**src/logic/smst_placeholder_none.sv**
```systemverilog
// intentionally empty compile unit
`timescale 1ns/10ps
`default_nettype none
`default_nettype wire

```
**src/shared/smst_pkg.sv**
```systemverilog
// constants and types of the synchronous master serial transmitter
`default_nettype none
package smst_pkg;
    // ==========================================================
    // register indices, byte address is four times the index
    localparam logic [11:0] IDX_BAUD_CONTROL = 12'h0f7e;
    localparam logic [11:0] IDX_BAUD_HIGH = 12'h0f7f;
    localparam logic [11:0] IDX_TX_STATUS = 12'h0f80;
    localparam logic [11:0] IDX_RX_STATUS = 12'h0f81;
    localparam logic [11:0] IDX_TX_HOLD = 12'h0f82;
    localparam logic [11:0] IDX_BAUD_LOW = 12'h0f83;
    localparam logic [11:0] IDX_FLAG = 12'h0f84;
    localparam logic [11:0] IDX_ENABLE = 12'h0f85;
    localparam logic [11:0] IDX_IRQ_CTRL = 12'h0f86;
    // ==========================================================
    // field positions
    localparam int TXS_CLK_SRC = 7;
    localparam int TXS_NINTH_EN = 6;
    localparam int TXS_TX_EN = 5;
    localparam int TXS_CLOCKED = 4;
    localparam int TXS_SHIFT_EMPTY = 1;
    localparam int TXS_NINTH_VAL = 0;
    localparam int RXS_PORT_EN = 7;
    localparam int RXS_SINGLE_RX = 5;
    localparam int RXS_CONT_RX = 4;
    localparam int BC_IDLE_LEVEL = 4;
    localparam int BC_WIDE_DIV = 3;
    localparam int FLG_TX_EMPTY = 4;
    localparam int FLG_WORD_DONE = 1;
    localparam int IC_GLOBAL = 7;
    localparam int IC_PERIPH = 6;
    // ==========================================================
    // reset values and widths
    localparam logic [7:0] REG_RESET = 8'h00;
    localparam logic [7:0] TXS_WRITE_MASK = 8'hfd;
    localparam logic [7:0] FLG_W1C_MASK = 8'h02;
    localparam logic [31:0] RDATA_RESET = 32'h0000_0000;
    localparam int BAUD_W = 16;
    localparam logic [3:0] LAST_BIT_8 = 4'h7;
    localparam logic [3:0] LAST_BIT_9 = 4'h8;
    // ==========================================================
    // shifter states
    typedef enum logic [1:0] {
        SMST_IDLE,
        SMST_ACTIVE,
        SMST_IDLE_PHASE
    } smst_state_t;
endpackage : smst_pkg
`default_nettype wire

```
**src/shared/smst_baud_if.sv**
```systemverilog
// link between the transmitter and its bit-rate generator
`timescale 1ns/10ps
`default_nettype none
interface smst_baud_if;
    logic run;
    logic wide;
    logic [smst_pkg::BAUD_W-1:0] divisor;
    logic tick;
    modport ctl (output run, output wide, output divisor, input tick);
    modport gen (input run, input wide, input divisor, output tick);
endinterface : smst_baud_if
`default_nettype wire

```
**src/logic/smst_baud.sv**
```systemverilog
// bit-rate generator: one tick per half period of the shift clock
`timescale 1ns/10ps
`default_nettype none
module smst_baud (
    // clock and reset
    input wire logic pclk,
    input wire logic presetn,
    // transmitter side
    smst_baud_if.gen bif
);
    typedef struct packed {
        logic [smst_pkg::BAUD_W-1:0] cnt;
    } smst_baud_st_t;

    smst_baud_st_t r;
    smst_baud_st_t next_r;
    logic [smst_pkg::BAUD_W-1:0] limit;

    // narrow divisor uses the low byte only
    assign limit = bif.wide ? bif.divisor
        : {{(smst_pkg::BAUD_W-8){1'b0}}, bif.divisor[7:0]};
    assign bif.tick = bif.run && (r.cnt == limit);

    always_comb begin
        next_r = r;
        if (!bif.run || bif.tick) begin
            next_r.cnt = '0;
        end else begin
            next_r.cnt = smst_pkg::BAUD_W'(r.cnt + 1'b1);
        end
    end

    always_ff @(posedge pclk or negedge presetn) begin
        if (!presetn) begin
            r <= '0;
        end else begin
            r <= next_r;
        end
    end
endmodule : smst_baud
`default_nettype wire

```
**src/logic/smst_top.sv**
```systemverilog
// synchronous master serial transmitter with apb registers
// Function
// - master clock when clock source bit set
// - half duplex: transmit and receive exclude each other
// - clocked mode bit selects synchronous operation
// - port enable turns pins into clock/data
// - device drives shift clock on timing line
// - idle level bit sets timing line idle
// - shifter reloads only after last bit leaves
// - reload takes one cycle, then empty flag
// - empty flag not software clearable, write clears
// - irq enable bit gates empty flag interrupt
// - shifter empty status readable, never interrupts
// - shift register has no address
// - ninth bit sent with word when enabled
// - holding buffer write starts transmission
`timescale 1ns/10ps
`default_nettype none
module smst_top (
    // clock and reset
    input wire logic pclk,
    input wire logic presetn,
    // apb slave
    input wire logic psel,
    input wire logic penable,
    input wire logic pwrite,
    input wire logic [15:0] paddr,
    input wire logic [31:0] pwdata,
    output logic [31:0] prdata,
    output logic pready,
    output logic pslverr,
    // serial pins
    output logic serial_timing_line_out,
    output logic serial_timing_line_oe,
    output logic serial_data_line_out,
    output logic serial_data_line_oe,
    // receive path permission and interrupt
    output logic rx_permit,
    output logic irq
);
    typedef struct packed {
        smst_pkg::smst_state_t state;
        logic [7:0] tx_status_control_reg;
        logic [7:0] rx_status_control_reg;
        logic [7:0] baud_control_reg;
        logic [7:0] baud_divisor_low;
        logic [7:0] baud_divisor_high;
        logic [7:0] tx_holding_buffer;
        logic hold_full;
        logic [8:0] tx_shift_reg;
        logic [3:0] bit_count;
        logic word_done;
        logic [7:0] peripheral_enable_reg;
        logic [7:0] irq_control_reg;
        logic pready;
        logic pslverr;
        logic [31:0] prdata;
        logic timing_out;
        logic timing_oe;
        logic data_out;
        logic data_oe;
        logic rx_permit;
        logic irq;
    } smst_top_st_t;

    smst_top_st_t r;
    smst_top_st_t next_r;
    smst_baud_if bif ();

    logic access;
    logic wr;
    logic mapped;
    logic [11:0] idx;
    logic [7:0] rd_byte;
    logic [7:0] flags;
    logic enabled;
    logic rx_req;
    logic can_start;
    logic last_bit;
    logic load;
    logic hold_wr;
    logic idle_level;

    // ==========================================================
    // bit-rate generator
    smst_baud u_baud (
        .pclk(pclk),
        .presetn(presetn),
        .bif(bif)
    );
    assign bif.run = (r.state != smst_pkg::SMST_IDLE);
    assign bif.wide = r.baud_control_reg[smst_pkg::BC_WIDE_DIV];
    assign bif.divisor = {r.baud_divisor_high, r.baud_divisor_low};

    // ==========================================================
    // decode and control terms
    assign access = psel && penable && r.pready;
    assign idx = paddr[13:2];
    assign wr = access && pwrite && mapped;
    assign hold_wr = wr && (idx == smst_pkg::IDX_TX_HOLD);
    assign idle_level = r.baud_control_reg[smst_pkg::BC_IDLE_LEVEL];
    assign enabled = r.rx_status_control_reg[smst_pkg::RXS_PORT_EN]
        && r.tx_status_control_reg[smst_pkg::TXS_CLOCKED]
        && r.tx_status_control_reg[smst_pkg::TXS_CLK_SRC]
        && r.tx_status_control_reg[smst_pkg::TXS_TX_EN];
    assign rx_req = r.rx_status_control_reg[smst_pkg::RXS_SINGLE_RX]
        || r.rx_status_control_reg[smst_pkg::RXS_CONT_RX];
    assign can_start = enabled && !rx_req;
    assign last_bit = r.bit_count ==
        (r.tx_status_control_reg[smst_pkg::TXS_NINTH_EN]
        ? smst_pkg::LAST_BIT_9 : smst_pkg::LAST_BIT_8);
    assign load = r.hold_full && can_start
        && (r.state == smst_pkg::SMST_IDLE
        || (r.state == smst_pkg::SMST_IDLE_PHASE && bif.tick
        && last_bit));

    always_comb begin
        flags = smst_pkg::REG_RESET;
        flags[smst_pkg::FLG_TX_EMPTY] = !r.hold_full;
        flags[smst_pkg::FLG_WORD_DONE] = r.word_done;
    end

    // ==========================================================
    // register read mux
    always_comb begin
        rd_byte = smst_pkg::REG_RESET;
        mapped = (paddr[15:14] == 2'h0) && (paddr[1:0] == 2'h0);
        case (idx)
            smst_pkg::IDX_TX_STATUS: begin
                rd_byte = r.tx_status_control_reg;
                rd_byte[smst_pkg::TXS_SHIFT_EMPTY] =
                    (r.state == smst_pkg::SMST_IDLE);
            end
            smst_pkg::IDX_RX_STATUS: rd_byte = r.rx_status_control_reg;
            smst_pkg::IDX_BAUD_CONTROL: rd_byte = r.baud_control_reg;
            smst_pkg::IDX_BAUD_LOW: rd_byte = r.baud_divisor_low;
            smst_pkg::IDX_BAUD_HIGH: rd_byte = r.baud_divisor_high;
            smst_pkg::IDX_TX_HOLD: rd_byte = r.tx_holding_buffer;
            smst_pkg::IDX_FLAG: rd_byte = flags;
            smst_pkg::IDX_ENABLE: rd_byte = r.peripheral_enable_reg;
            smst_pkg::IDX_IRQ_CTRL: rd_byte = r.irq_control_reg;
            default: mapped = 1'b0;
        endcase
    end

    // ==========================================================
    // next state
    always_comb begin
        next_r = r;
        // apb answer after one wait cycle
        next_r.pready = psel && penable && !r.pready;
        next_r.pslverr = psel && penable && !r.pready && !mapped;
        if (psel && penable && !r.pready) begin
            next_r.prdata = {24'h00_0000, rd_byte};
        end
        // register writes
        if (wr) begin
            case (idx)
                smst_pkg::IDX_TX_STATUS: begin
                    next_r.tx_status_control_reg =
                        pwdata[7:0] & smst_pkg::TXS_WRITE_MASK;
                end
                smst_pkg::IDX_RX_STATUS: begin
                    next_r.rx_status_control_reg = pwdata[7:0];
                end
                smst_pkg::IDX_BAUD_CONTROL: begin
                    next_r.baud_control_reg = pwdata[7:0];
                end
                smst_pkg::IDX_BAUD_LOW: next_r.baud_divisor_low = pwdata[7:0];
                smst_pkg::IDX_BAUD_HIGH: begin
                    next_r.baud_divisor_high = pwdata[7:0];
                end
                smst_pkg::IDX_FLAG: begin
                    if ((pwdata[7:0] & smst_pkg::FLG_W1C_MASK) != 8'h00) begin
                        next_r.word_done = 1'b0;
                    end
                end
                smst_pkg::IDX_ENABLE: begin
                    next_r.peripheral_enable_reg = pwdata[7:0];
                end
                smst_pkg::IDX_IRQ_CTRL: next_r.irq_control_reg = pwdata[7:0];
                default: next_r.word_done = r.word_done;
            endcase
        end
        // shifter sequence
        unique case (r.state)
            smst_pkg::SMST_IDLE: begin
                next_r.state = smst_pkg::SMST_IDLE;
            end
            smst_pkg::SMST_ACTIVE: begin
                if (!enabled) begin
                    next_r.state = smst_pkg::SMST_IDLE;
                end else if (bif.tick) begin
                    next_r.state = smst_pkg::SMST_IDLE_PHASE;
                end
            end
            smst_pkg::SMST_IDLE_PHASE: begin
                if (!enabled) begin
                    next_r.state = smst_pkg::SMST_IDLE;
                end else if (bif.tick && last_bit) begin
                    next_r.word_done = 1'b1;
                    next_r.state = smst_pkg::SMST_IDLE;
                end else if (bif.tick) begin
                    next_r.tx_shift_reg = {1'b0, r.tx_shift_reg[8:1]};
                    next_r.bit_count = 4'(r.bit_count + 4'h1);
                    next_r.state = smst_pkg::SMST_ACTIVE;
                end
            end
        endcase
        // single-cycle move from holding buffer to shifter
        if (load) begin
            next_r.tx_shift_reg = {
                r.tx_status_control_reg[smst_pkg::TXS_NINTH_VAL],
                r.tx_holding_buffer};
            next_r.bit_count = 4'h0;
            next_r.hold_full = 1'b0;
            next_r.state = smst_pkg::SMST_ACTIVE;
        end
        if (hold_wr) begin
            next_r.tx_holding_buffer = pwdata[7:0];
            next_r.hold_full = 1'b1;
        end
        // pins
        next_r.timing_out = (next_r.state == smst_pkg::SMST_ACTIVE)
            ? !idle_level : idle_level;
        next_r.timing_oe = r.rx_status_control_reg[smst_pkg::RXS_PORT_EN]
            && r.tx_status_control_reg[smst_pkg::TXS_CLOCKED]
            && r.tx_status_control_reg[smst_pkg::TXS_CLK_SRC];
        next_r.data_out = next_r.tx_shift_reg[0];
        next_r.data_oe = enabled;
        next_r.rx_permit = rx_req
            && r.rx_status_control_reg[smst_pkg::RXS_PORT_EN]
            && (next_r.state == smst_pkg::SMST_IDLE);
        // interrupt, shifter status has no source here
        next_r.irq = r.irq_control_reg[smst_pkg::IC_GLOBAL]
            && r.irq_control_reg[smst_pkg::IC_PERIPH]
            && ((flags & r.peripheral_enable_reg) != 8'h00);
    end

    always_ff @(posedge pclk or negedge presetn) begin
        if (!presetn) begin
            r <= '0;
        end else begin
            r <= next_r;
        end
    end

    assign prdata = r.prdata;
    assign pready = r.pready;
    assign pslverr = r.pslverr;
    assign serial_timing_line_out = r.timing_out;
    assign serial_timing_line_oe = r.timing_oe;
    assign serial_data_line_out = r.data_out;
    assign serial_data_line_oe = r.data_oe;
    assign rx_permit = r.rx_permit;
    assign irq = r.irq;

    // ==========================================================
    // checks
    a_master_clock_drive:
    assert property (@(posedge pclk) disable iff (!presetn)
        !r.tx_status_control_reg[smst_pkg::TXS_CLK_SRC]
        |=> !serial_timing_line_oe)
    else $error("timing line driven without clock source bit");

    a_half_duplex_rx:
    assert property (@(posedge pclk) disable iff (!presetn)
        (r.state != smst_pkg::SMST_IDLE) |-> !rx_permit)
    else $error("reception permitted during transmission");

    a_clocked_mode_off:
    assert property (@(posedge pclk) disable iff (!presetn)
        !r.tx_status_control_reg[smst_pkg::TXS_CLOCKED]
        |=> r.state == smst_pkg::SMST_IDLE)
    else $error("shifter runs outside clocked mode");

    a_pins_released:
    assert property (@(posedge pclk) disable iff (!presetn)
        !r.rx_status_control_reg[smst_pkg::RXS_PORT_EN]
        |=> !serial_data_line_oe && !serial_timing_line_oe)
    else $error("pins driven while port disabled");

    a_idle_clock_level:
    assert property (@(posedge pclk) disable iff (!presetn)
        r.state == smst_pkg::SMST_IDLE && $past(r.state) ==
        smst_pkg::SMST_IDLE |-> serial_timing_line_out ==
        $past(r.baud_control_reg[smst_pkg::BC_IDLE_LEVEL]))
    else $error("timing line not at idle level");

    a_reload_after_last:
    assert property (@(posedge pclk) disable iff (!presetn)
        r.state == smst_pkg::SMST_ACTIVE && bif.tick
        |=> r.state != smst_pkg::SMST_ACTIVE)
    else $error("shifter reloaded in mid word");

    a_load_sets_empty:
    assert property (@(posedge pclk) disable iff (!presetn)
        load && !hold_wr |=> !r.hold_full
        && r.state == smst_pkg::SMST_ACTIVE)
    else $error("holding buffer not emptied in one cycle");

    a_empty_flag_sticks:
    assert property (@(posedge pclk) disable iff (!presetn)
        !r.hold_full && !hold_wr |=> !r.hold_full)
    else $error("empty flag cleared without buffer write");

    a_irq_gating:
    assert property (@(posedge pclk) disable iff (!presetn)
        !r.hold_full && r.peripheral_enable_reg[smst_pkg::FLG_TX_EMPTY]
        && r.irq_control_reg[smst_pkg::IC_GLOBAL]
        && r.irq_control_reg[smst_pkg::IC_PERIPH] |=> irq)
    else $error("enabled empty flag gave no interrupt");

    a_bit_count_range:
    assert property (@(posedge pclk) disable iff (!presetn)
        r.bit_count <= smst_pkg::LAST_BIT_9)
    else $error("bit counter past ninth bit");

    a_write_starts_tx:
    assert property (@(posedge pclk) disable iff (!presetn)
        r.state == smst_pkg::SMST_IDLE && r.hold_full && can_start
        |=> r.state == smst_pkg::SMST_ACTIVE ##1
        r.state != smst_pkg::SMST_IDLE)
    else $error("pending word did not start");
endmodule : smst_top
`default_nettype wire

```
**config.mk**
```make
export PLATFORM = sky130hd
export DESIGN_NAME = smst_top
export DESIGN_NICKNAME = d
export VERILOG_FILES = /design/src/logic/smst_placeholder_none.sv /design/src/shared/smst_pkg.sv /design/src/shared/smst_baud_if.sv /design/src/logic/smst_baud.sv /design/src/logic/smst_top.sv
export SDC_FILE = /design/constraint.sdc
export NUM_CORES = 1
export LEC_CHECK = 0
export BUFFER_PORTS_ARGS = -buffer_cell sky130_fd_sc_hd__buf_2
export CAP_MARGIN = 20
export CORE_MARGIN = 8
export CORE_UTILIZATION = 45
export CTS_BUF_LIST = sky130_fd_sc_hd__clkbuf_2 sky130_fd_sc_hd__clkbuf_4 sky130_fd_sc_hd__clkbuf_8
export DETAILED_ROUTE_END_ITERATION = 7
export PLACE_DENSITY = 0.69
export SKIP_LAST_GASP = 1
export SYNTH_ARGS = -nofsm -noshare
export SYNTH_HDL_FRONTEND = slang
export SYNTH_SLANG_ARGS = --single-unit
```
**constraint.sdc**
```tcl
create_clock -name pclk -period 2.6 [get_ports pclk]
set_input_delay 0.26 -clock pclk [delete_from_list [all_inputs] [get_ports pclk]]
set_output_delay 0.26 -clock pclk [all_outputs]
set_load 0.005 [all_outputs]
```
Word level (Yosys, flattened, before mapping)
Cells that the tools add are included.

operators by class
  add/subtract/negate cells = 2
  equality and inequality tests = 15
  multiplexer cells = 25
  bitwise gates (word level) = 1
  reductions and logical operators = 50

operators with widths
  operator                 count
  $eq A12 B12 Y1 const B   9
  $pmux W8 S9              1
  $mux W14                 3
  $mux W16                 2
  $mux W13                 2
  $logic_and A1 B1 Y1      22
  $mux W17                 1
  $add A16 B1 Y16 const B  1
  $eq A16 B16 Y1           1
  $mux W8                  2
  $reduce_and A2 Y1        7
  $mux W2                  6
  $reduce_bool A2 Y1       5
  $reduce_or A9 Y1         1
  $and A5 B8 Y8            1
  $logic_not A2 Y1         4
  $reduce_bool A8 Y1       1
  $logic_not A1 Y1         6
  $mux W1                  6
  $pmux W2 S3              1
  $add A4 B1 Y4 const B    1
  $eq A2 B1 Y1 const B     2
  $eq A4 B4 Y1             1
  $mux W4                  1
  4 further kinds          6

word-level totals
  register bits = 111
  input bits = 53
  output and inout port bits = 40
  word-level logic and storage cells = 116

Longest topological paths before layout
Gate-level depths: netlist (run 1).

  depth after elaboration = 10
  mapped depth = 9
  mapped depth without buffers = 8

Cells and area by module
A second synthesis (run 1) with hierarchy kept.

unflattened totals
  cells, all modules = 528
  area, all modules = 6112.1 um2

modules (own cells, without submodules)
  module     times used  cells each  area an instance (um2)  sequential area each (um2)
  smst_top   1           406         4863.4                  2377.3
  smst_baud  1           122         1248.7                  400.4

Worst setup path before layout (run 1)
OpenSTA, ideal clock, no wires.

  path type = flip-flop to flip-flop
  start = register u_baud.r[2] (netlist bit)
  end = register r[119] (netlist bit)
  library setup time = 127 ps
  arrival = 2000 ps
  data required time = 2473 ps
  setup slack = 473 ps
  cell stages (with the launch flop) = 7
  buffers on the path = 0
  period minus slack after synthesis = 2127 ps
  path through = dfrtp_1 > xor2_1 > nor4_1 > nand2_1 > nor4_1 > mux2_2 > or2_2

RTL lines
  what                    RTL line         RTL
  start, declared         smst_baud.sv:15  smst_baud_st_t r;
  start signal, assigned  smst_baud.sv:37  r <= next_r;
  end signal, assigned    smst_top.sv:244  r <= next_r;
  end, declared           smst_top.sv:66   smst_top_st_t r;

==> results of run 1 <==
where the power goes:
| part | internal [uW] | switching [uW] |
|---|---|---|
| clock | 513 | 588 |
| sequential | 1730 | 0.684 |
| combinational | 38.4 | 99.6 |
| total | 2280 | 689 |
worst paths after layout:
check	slack [ns]	to
worst max-delay path	0.11	serial_timing_line_out$_DFF_PN0_
max in group asynchronous	1.36	r[100]$_DFFE_PN0P_
min in group asynchronous	0.47	u_baud.r[13]$_DFF_PN0_
worst max register to register	0.11	serial_timing_line_out$_DFF_PN0_
worst min register to register	0.49	prdata[7]$_DFFE_PN0P_
worst min-delay path	0.26	r[55]$_DFFE_PN0P_
per-layer routing:
metal	vias up	routed length (um)	global-route usage
met5	-	0	0
met4	0	223	0.06565
met3	13	859	0.03103
met2	125	6267	0.2577
met1	2037	5837	0.2136
li1	1841	-	-
through the flow:
step | instance area [um^2] | setup slack, ns | util
2_1_floorplan | 5814 | 0.4727 | -
3_3_place_gp | 6035 | 0.1690 | 0.4821
3_5_place_dp | 6035 | 0.06271 | 0.4821
4_1_cts | 6256 | 0.02466 | 0.4998
5_1_grt | 6304 | -0.02538 | 0.5036
6_report | 6304 | 0.1053 | 0.5036
cell type report:
class,count,area [um^2]
multi-input cells,352,2718
inverters,11,41.29
repair buffers,56,340.3
clock inverters,4,52.55
fillers,1147,6213
clock buffers,12,158.9
flip-flops and latches,111,2778
well taps,172,215.2
synthesized netlist by cell type, types with 9 or more instances:
cell      number
inv_1         11
buf_4         32
mux2_2        67
nand2_1       24
mux2i_1       21
xor2_1        19
clkbuf_1       9
nor2b_1        9
o21ai_0       16
nand3_1       18
nor2_1        32
o22ai_1       10
dfrtp_1      111
cells by family (layout without fill, tap and decap cells):
group                      Yosys count  count (layout)  synth area share
and+or+nand+nor                    135             135            0.1354
DFF                                111             111            0.4849
muxes                               89              89            0.1723
AOI/OAI and AO/OA                   72              72           0.09393
buffers and inverters               59              83           0.06051
xor gates and xnor gates            27              27           0.04128
adders and majority gates            5               5           0.01092
other                                1              24         0.0006547
state kept, by name, indices dropped and copies added, names as in the netlist:
name	flops
pready	1
u_baud.r	16
irq	1
r	61
idle_level	1
serial_data_line_oe	1
serial_timing_line_oe	1
bif.divisor	16
bif.wide	1
prdata	8
rx_permit	1
flags	1
pslverr	1
serial_timing_line_out	1
worst max-delay path, cell delays in order (launching register included):
cell,delay (ns)
dfrtp_1,0.52
nor4bb_1,0.36
o2bb2ai_1,0.15
o22ai_1,0.26
nor4_4,0.41
a31o_2,0.46
a21oi_1,0.10
xnor2_1,0.14
repair_timing:
item | in CTS | in global routing
setup buffers | 0 | 1
hold buffers | 1 | 0
hold endpoints to repair | 54 | 0
gates resized for setup | 0 | 4
setup endpoints to repair | 0 | 11
==> key figures, run 1 <==
Status
  • Status: complete, no violations

Placed design
  • RePlAce Congestion: 0.8906
  • Post-placement cell count: 700
  • Dpl hpwl: slightly below 10 mm
  • I/O Buffers: 44

Worst hold path
  • Hold WC Path Type: in -> reg
  • Hold Path Depth: 2
  • HP Start: pwdata[7]

Synth
  • Average size of a mapped cell: 11.48 um^2
  • Cell count after synthesis: 499
  • Register bit total from synthesis: 111
  • Area contributors post-synth: dfrtp_1, mux2_2, buf_4
  • Distinct cells, synth: 60
  • Yosys top cell by area: dfrtp_1
  • Post-synth EDFFs: 0
  • Register area share after synthesis: 0.4849
  • Ys flop type: dfrtp_1
  • Synth Cell Area: 5728 um^2
  • Synth Warn #: 0
  • Top-area cell type share of the netlist area: 0.4849
  • Asr flop ratio synth: 1.000

Global route
  • Vias in the first global route: 4031
  • Antenna violations before repair: 0
  • Largest net degree at the start of global routing: 57
  • Grt ovf: 0
  • All-layer global routing usage: 0.1623
  • First-pass GRT wire length: between 20 and 25 mm

Finish
  • Nets: 599
  • Most frequent cells in the layout: dfrtp_1, mux2_2, buf_2, nor2_1
  • ANT cells: 0
  • Area Overhead vs Synth: 10.05%
  • Commonest non-fill, non-tap cell in the layout: dfrtp_1
  • Non-Filler Instances: 718
  • Layout cells sized above 1: 0.2857

Critical path
  • FF-to-FF path depth: 7
  • Origin of the worst setup path: bif.wide$_DFFE_PN0P_
  • Setup crit start kind: flop
  • CP endpoint kind: flop
  • Req. time, crit path: 2.88 ns
  • Crit path max fanout: 15
  • WS Path Type: reg -> reg
  • Arrival time worst endpoint: 2.77 ns
  • FF-to-FF Start: bif.wide$_DFFE_PN0P_

Clock network
  • CTS tree: built
  • Worst skew pair latency: 0.38 ns
  • CTS Buf Count: 9
  • Htree depth: 3
  • # clock sinks: 111
  • CTS clk-pin slew, worst paths: approximately 0.10 ns
  • CTS max path bufs: 2
  • Clock Tree Root: clkbuf_8

STA
  • Hold Slack: 0.2585 ns
  • Fin crit share: 0.9595
  • RSZ-0062 raised after global routing: yes
  • Least-Margin Pin Slew: 0.7503 ns
  • Highest clock rate: 400.8 MHz
  • Setup-failing EPs final: 0
  • Setup TNS: 0 ns
  • Fin crit period: 2.495 ns
  • Skew final: around 0.012 ns
  • Max-slew headroom: 0.4998
  • Endpoints failing hold: 0
  • Final slew viol count: 0

Detailed routing
  • # DRC: 0
  • Iteration-0 DRC count of the detailed router: about 320
  • Pre-Repair DR Iteration Count: 4
  • Antenna Nets Post-Route: 0
  • DR WL/cell: ~18 um
  • Routed Wire Length: 13.19 mm
  • DR vias/cell: 5.593
  • Via Count: ~4000

Floorplan
  • Die boundary height: about 130 um
  • Num rows: 41
  • Chip Width: roughly 130 um
  • Initial core utilization: 0.4576
  • Boundary pin count: 93
  • Core area: 12520 um^2
  • Die area: 16590 um^2

Pwr
  • Leakage: 0.003138 uW
  • Tot Pwr: 2967 uW
  • Peak VDD IR: 0.2752 mV
  • Power density cells: 470.7 nW/um^2

Run
  • Max-cap viol count: 0
No activity file was read; power rests on OpenSTA's default activity.
==> run 2: changes to the inputs <==
--- a/config.mk
+++ b/config.mk
@@ -7,6 +7,7 @@
 export LEC_CHECK = 0
 export BUFFER_PORTS_ARGS = -buffer_cell sky130_fd_sc_hd__buf_2
 export CAP_MARGIN = 20
+export CORE_ASPECT_RATIO = 1.25
 export CORE_MARGIN = 8
 export CORE_UTILIZATION = 45
 export CTS_BUF_LIST = sky130_fd_sc_hd__clkbuf_2 sky130_fd_sc_hd__clkbuf_4 sky130_fd_sc_hd__clkbuf_8
==> run 2 against run 1 <==
Clock-buffer cell count down 1. Wire length about the same. First-iteration DRC count down 9.1%. Critical path type unchanged. Highest routed layer unchanged.
==> key figures, run 2 (synthesis gave the netlist of run 1 again) <==
Critical path
  • Setup crit start kind: flop
  • Slowest Stage Delay on Critical Path: between 0.4 and 0.5 ns
  • Arrival time worst endpoint: 2.73 ns
  • Origin of the worst setup path: u_baud.r[5]$_DFF_PN0_
  • CP delay by family, top: simple AND/OR/NAND/NOR gates
  • FF-to-FF Start: u_baud.r[5]$_DFF_PN0_
  • Slowest CP cell: dfrtp_1
  • Req. time, crit path: 2.87 ns
  • CP Cell Sequence: xor2_1 -> nor4_1 -> nand2_1 -> nor4_4 -> o221a_2 -> nor2b_1 -> a221o_1
  • Crit path max fanout: 10
  • WS Path Type: reg -> reg
  • CP endpoint kind: flop
  • Crit path buf inv count: 0

Placed design
  • Pre-CTS WS: roughly 0.14 ns
  • I/O Buffers: 44
  • RePlAce Congestion: 0.8615
  • Placed cell areas: 6037 um^2
  • Dpl hpwl: 9.931 mm

Finish
  • Max reg flops: 61
  • Final Instance Area: slightly above 6000 um^2
  • ANT cells: 0
  • Commonest non-fill, non-tap cell in the layout: dfrtp_1
  • Biggest register: r
  • Nets: roughly 600
  • Most frequent cells in the layout: dfrtp_1, mux2_2, buf_2, nor2_1
  • Area Overhead vs Synth: 8.519%
  • Layout cells sized above 1: 0.2781

Clock network
  • CTS tree: built
  • Clock Tree Root: clkbuf_8
  • CTS max path bufs: 2
  • Htree depth: 3
  • CTS Buf Count: 9
  • CTS clk-pin slew, worst paths: 0.10 ns
  • Post-cts repair resize count: 0
  • # clock sinks: 111
  • Worst skew pair latency: 0.39 ns
  • Post-CTS Setup Inserts: 0

Floorplan
  • Die boundary height: 142.1 um
  • Chip Width: around 120 um
  • Num rows: 46
  • Boundary pin count: between 90 and 100
  • Core area: 12550 um^2
  • Die area: 16620 um^2
  • Initial core utilization: 0.4565

STA
  • Highest clock rate: about 410 MHz
  • Max-slew headroom: 0.5389
  • Endpoints failing hold: 0
  • Skew final: about 0.018 ns
  • Fin crit period: 2.458 ns
  • Final slew viol count: 0
  • RSZ-0062 raised after global routing: yes
  • PnR worst setup slack: between 0.1 and 0.15 ns
  • Setup-failing EPs final: 0
  • Fin crit share: 0.9455
  • Hold Slack: between 0.2 and 0.3 ns
  • Least-Margin Pin Slew: between 0.6 and 0.7 ns

Detailed routing
  • DR vias/cell: approximately 5.6
  • Iteration-0 DRC count of the detailed router: between 200 and 300
  • DR WL/cell: 18.54 um
  • Routed Wire Length: about 13 mm
  • # DRC: 0
  • Via Count: 3971
  • Antenna Nets Post-Route: 0
  • Pre-Repair DR Iteration Count: 4

Global route
  • First-pass GRT wire length: ~21 mm
  • Antenna violations before repair: 0
  • Largest net degree at the start of global routing: 50
  • Vias in the first global route: approximately 4000
  • Grt ovf: 0
  • All-layer global routing usage: 0.1663

Pwr
  • Power density cells: 454.2 nW/um^2
  • Peak VDD IR: approximately 0.22 mV
  • Leakage: 0.003105 uW

Worst hold path
  • Hold WC Path Type: in -> reg
  • HP Start: pwdata[0]

Run
  • Max-cap viol count: 0

Status
  • Status: complete, no violations
[run 2: area by class of cell]
| class | instances | area [um^2] |
|---|---|---|
| fillers | 1175 | 6331 |
| repair buffers | 56 | 327.8 |
| clock buffers | 11 | 151.4 |
| clock inverters | 2 | 17.52 |
| inverters | 11 | 41.29 |
| flip-flops and latches | 111 | 2778 |
| well taps | 168 | 210.2 |
| multi-input cells | 352 | 2690 |
[run 2: where the power goes]
part	leakage [uW]	switching (uW)	internal, uW
registers	0.00154	0.596	1730
clock network	0.0000877	567	391
logic	0.00148	98.8	38.4
total	0.00311	667	2160
[run 2: worst reg2reg max path, cell delays in order, from the launching register on]
cell	delay, ns
dfrtp_1	0.45
xor2_1	0.19
nor4_1	0.34
nand2_1	0.23
nor4_4	0.40
o221a_2	0.38
nor2b_1	0.08
a221o_1	0.27
[run 2: metal layers]
metal / vias up / global-route usage / routed length [um]
met4: 0 / 0.05946 / 241
met2: 113 / 0.2871 / 6793
met5: - / 0 / 0
met1: 2009 / 0.2030 / 5458
met3: 14 / 0.02675 / 686
li1: 1835 / - / -
[run 2: worst paths after layout]
| check | to | slack [ns] | cells past startpoint |
|---|---|---|---|
| max | r[67]$_DFFE_PN0P_ | 0.14 | 7 |
| min | r[40]$_DFFE_PN0P_ | 0.26 | 2 |
| max reg2reg | r[67]$_DFFE_PN0P_ | 0.14 | 7 |
| min reg2reg | prdata[3]$_DFFE_PN0P_ | 0.48 | 2 |
| max in group asynchronous | prdata[2]$_DFFE_PN0P_ | 1.46 | 3 |
| min in group asynchronous | r[109]$_DFFE_PN0P_ | 0.44 | 2 |
[run 2: timing repair]
item                                    CTS  global route
hold buffers                              1             0
hold endpoints to repair                 47             0
endpoints found under the setup margin    0             7
[run 2: per-stage QoR]
| step | std cells | total power [uW] | TNS (ns) | utilization |
|---|---|---|---|---|
| 3_5_place_dp | 697 | 1898 | 0 | 0.4812 |
| 6_report | 711 | 2823 | 0 | 0.4954 |
| 2_1_floorplan | 522 | 1833 | 0 | - |
| 4_1_cts | 711 | 2844 | 0 | 0.4954 |
| 5_1_grt | 711 | 2924 | -0.07132 | 0.4954 |
| 3_3_place_gp | 697 | 1895 | 0 | 0.4812 |
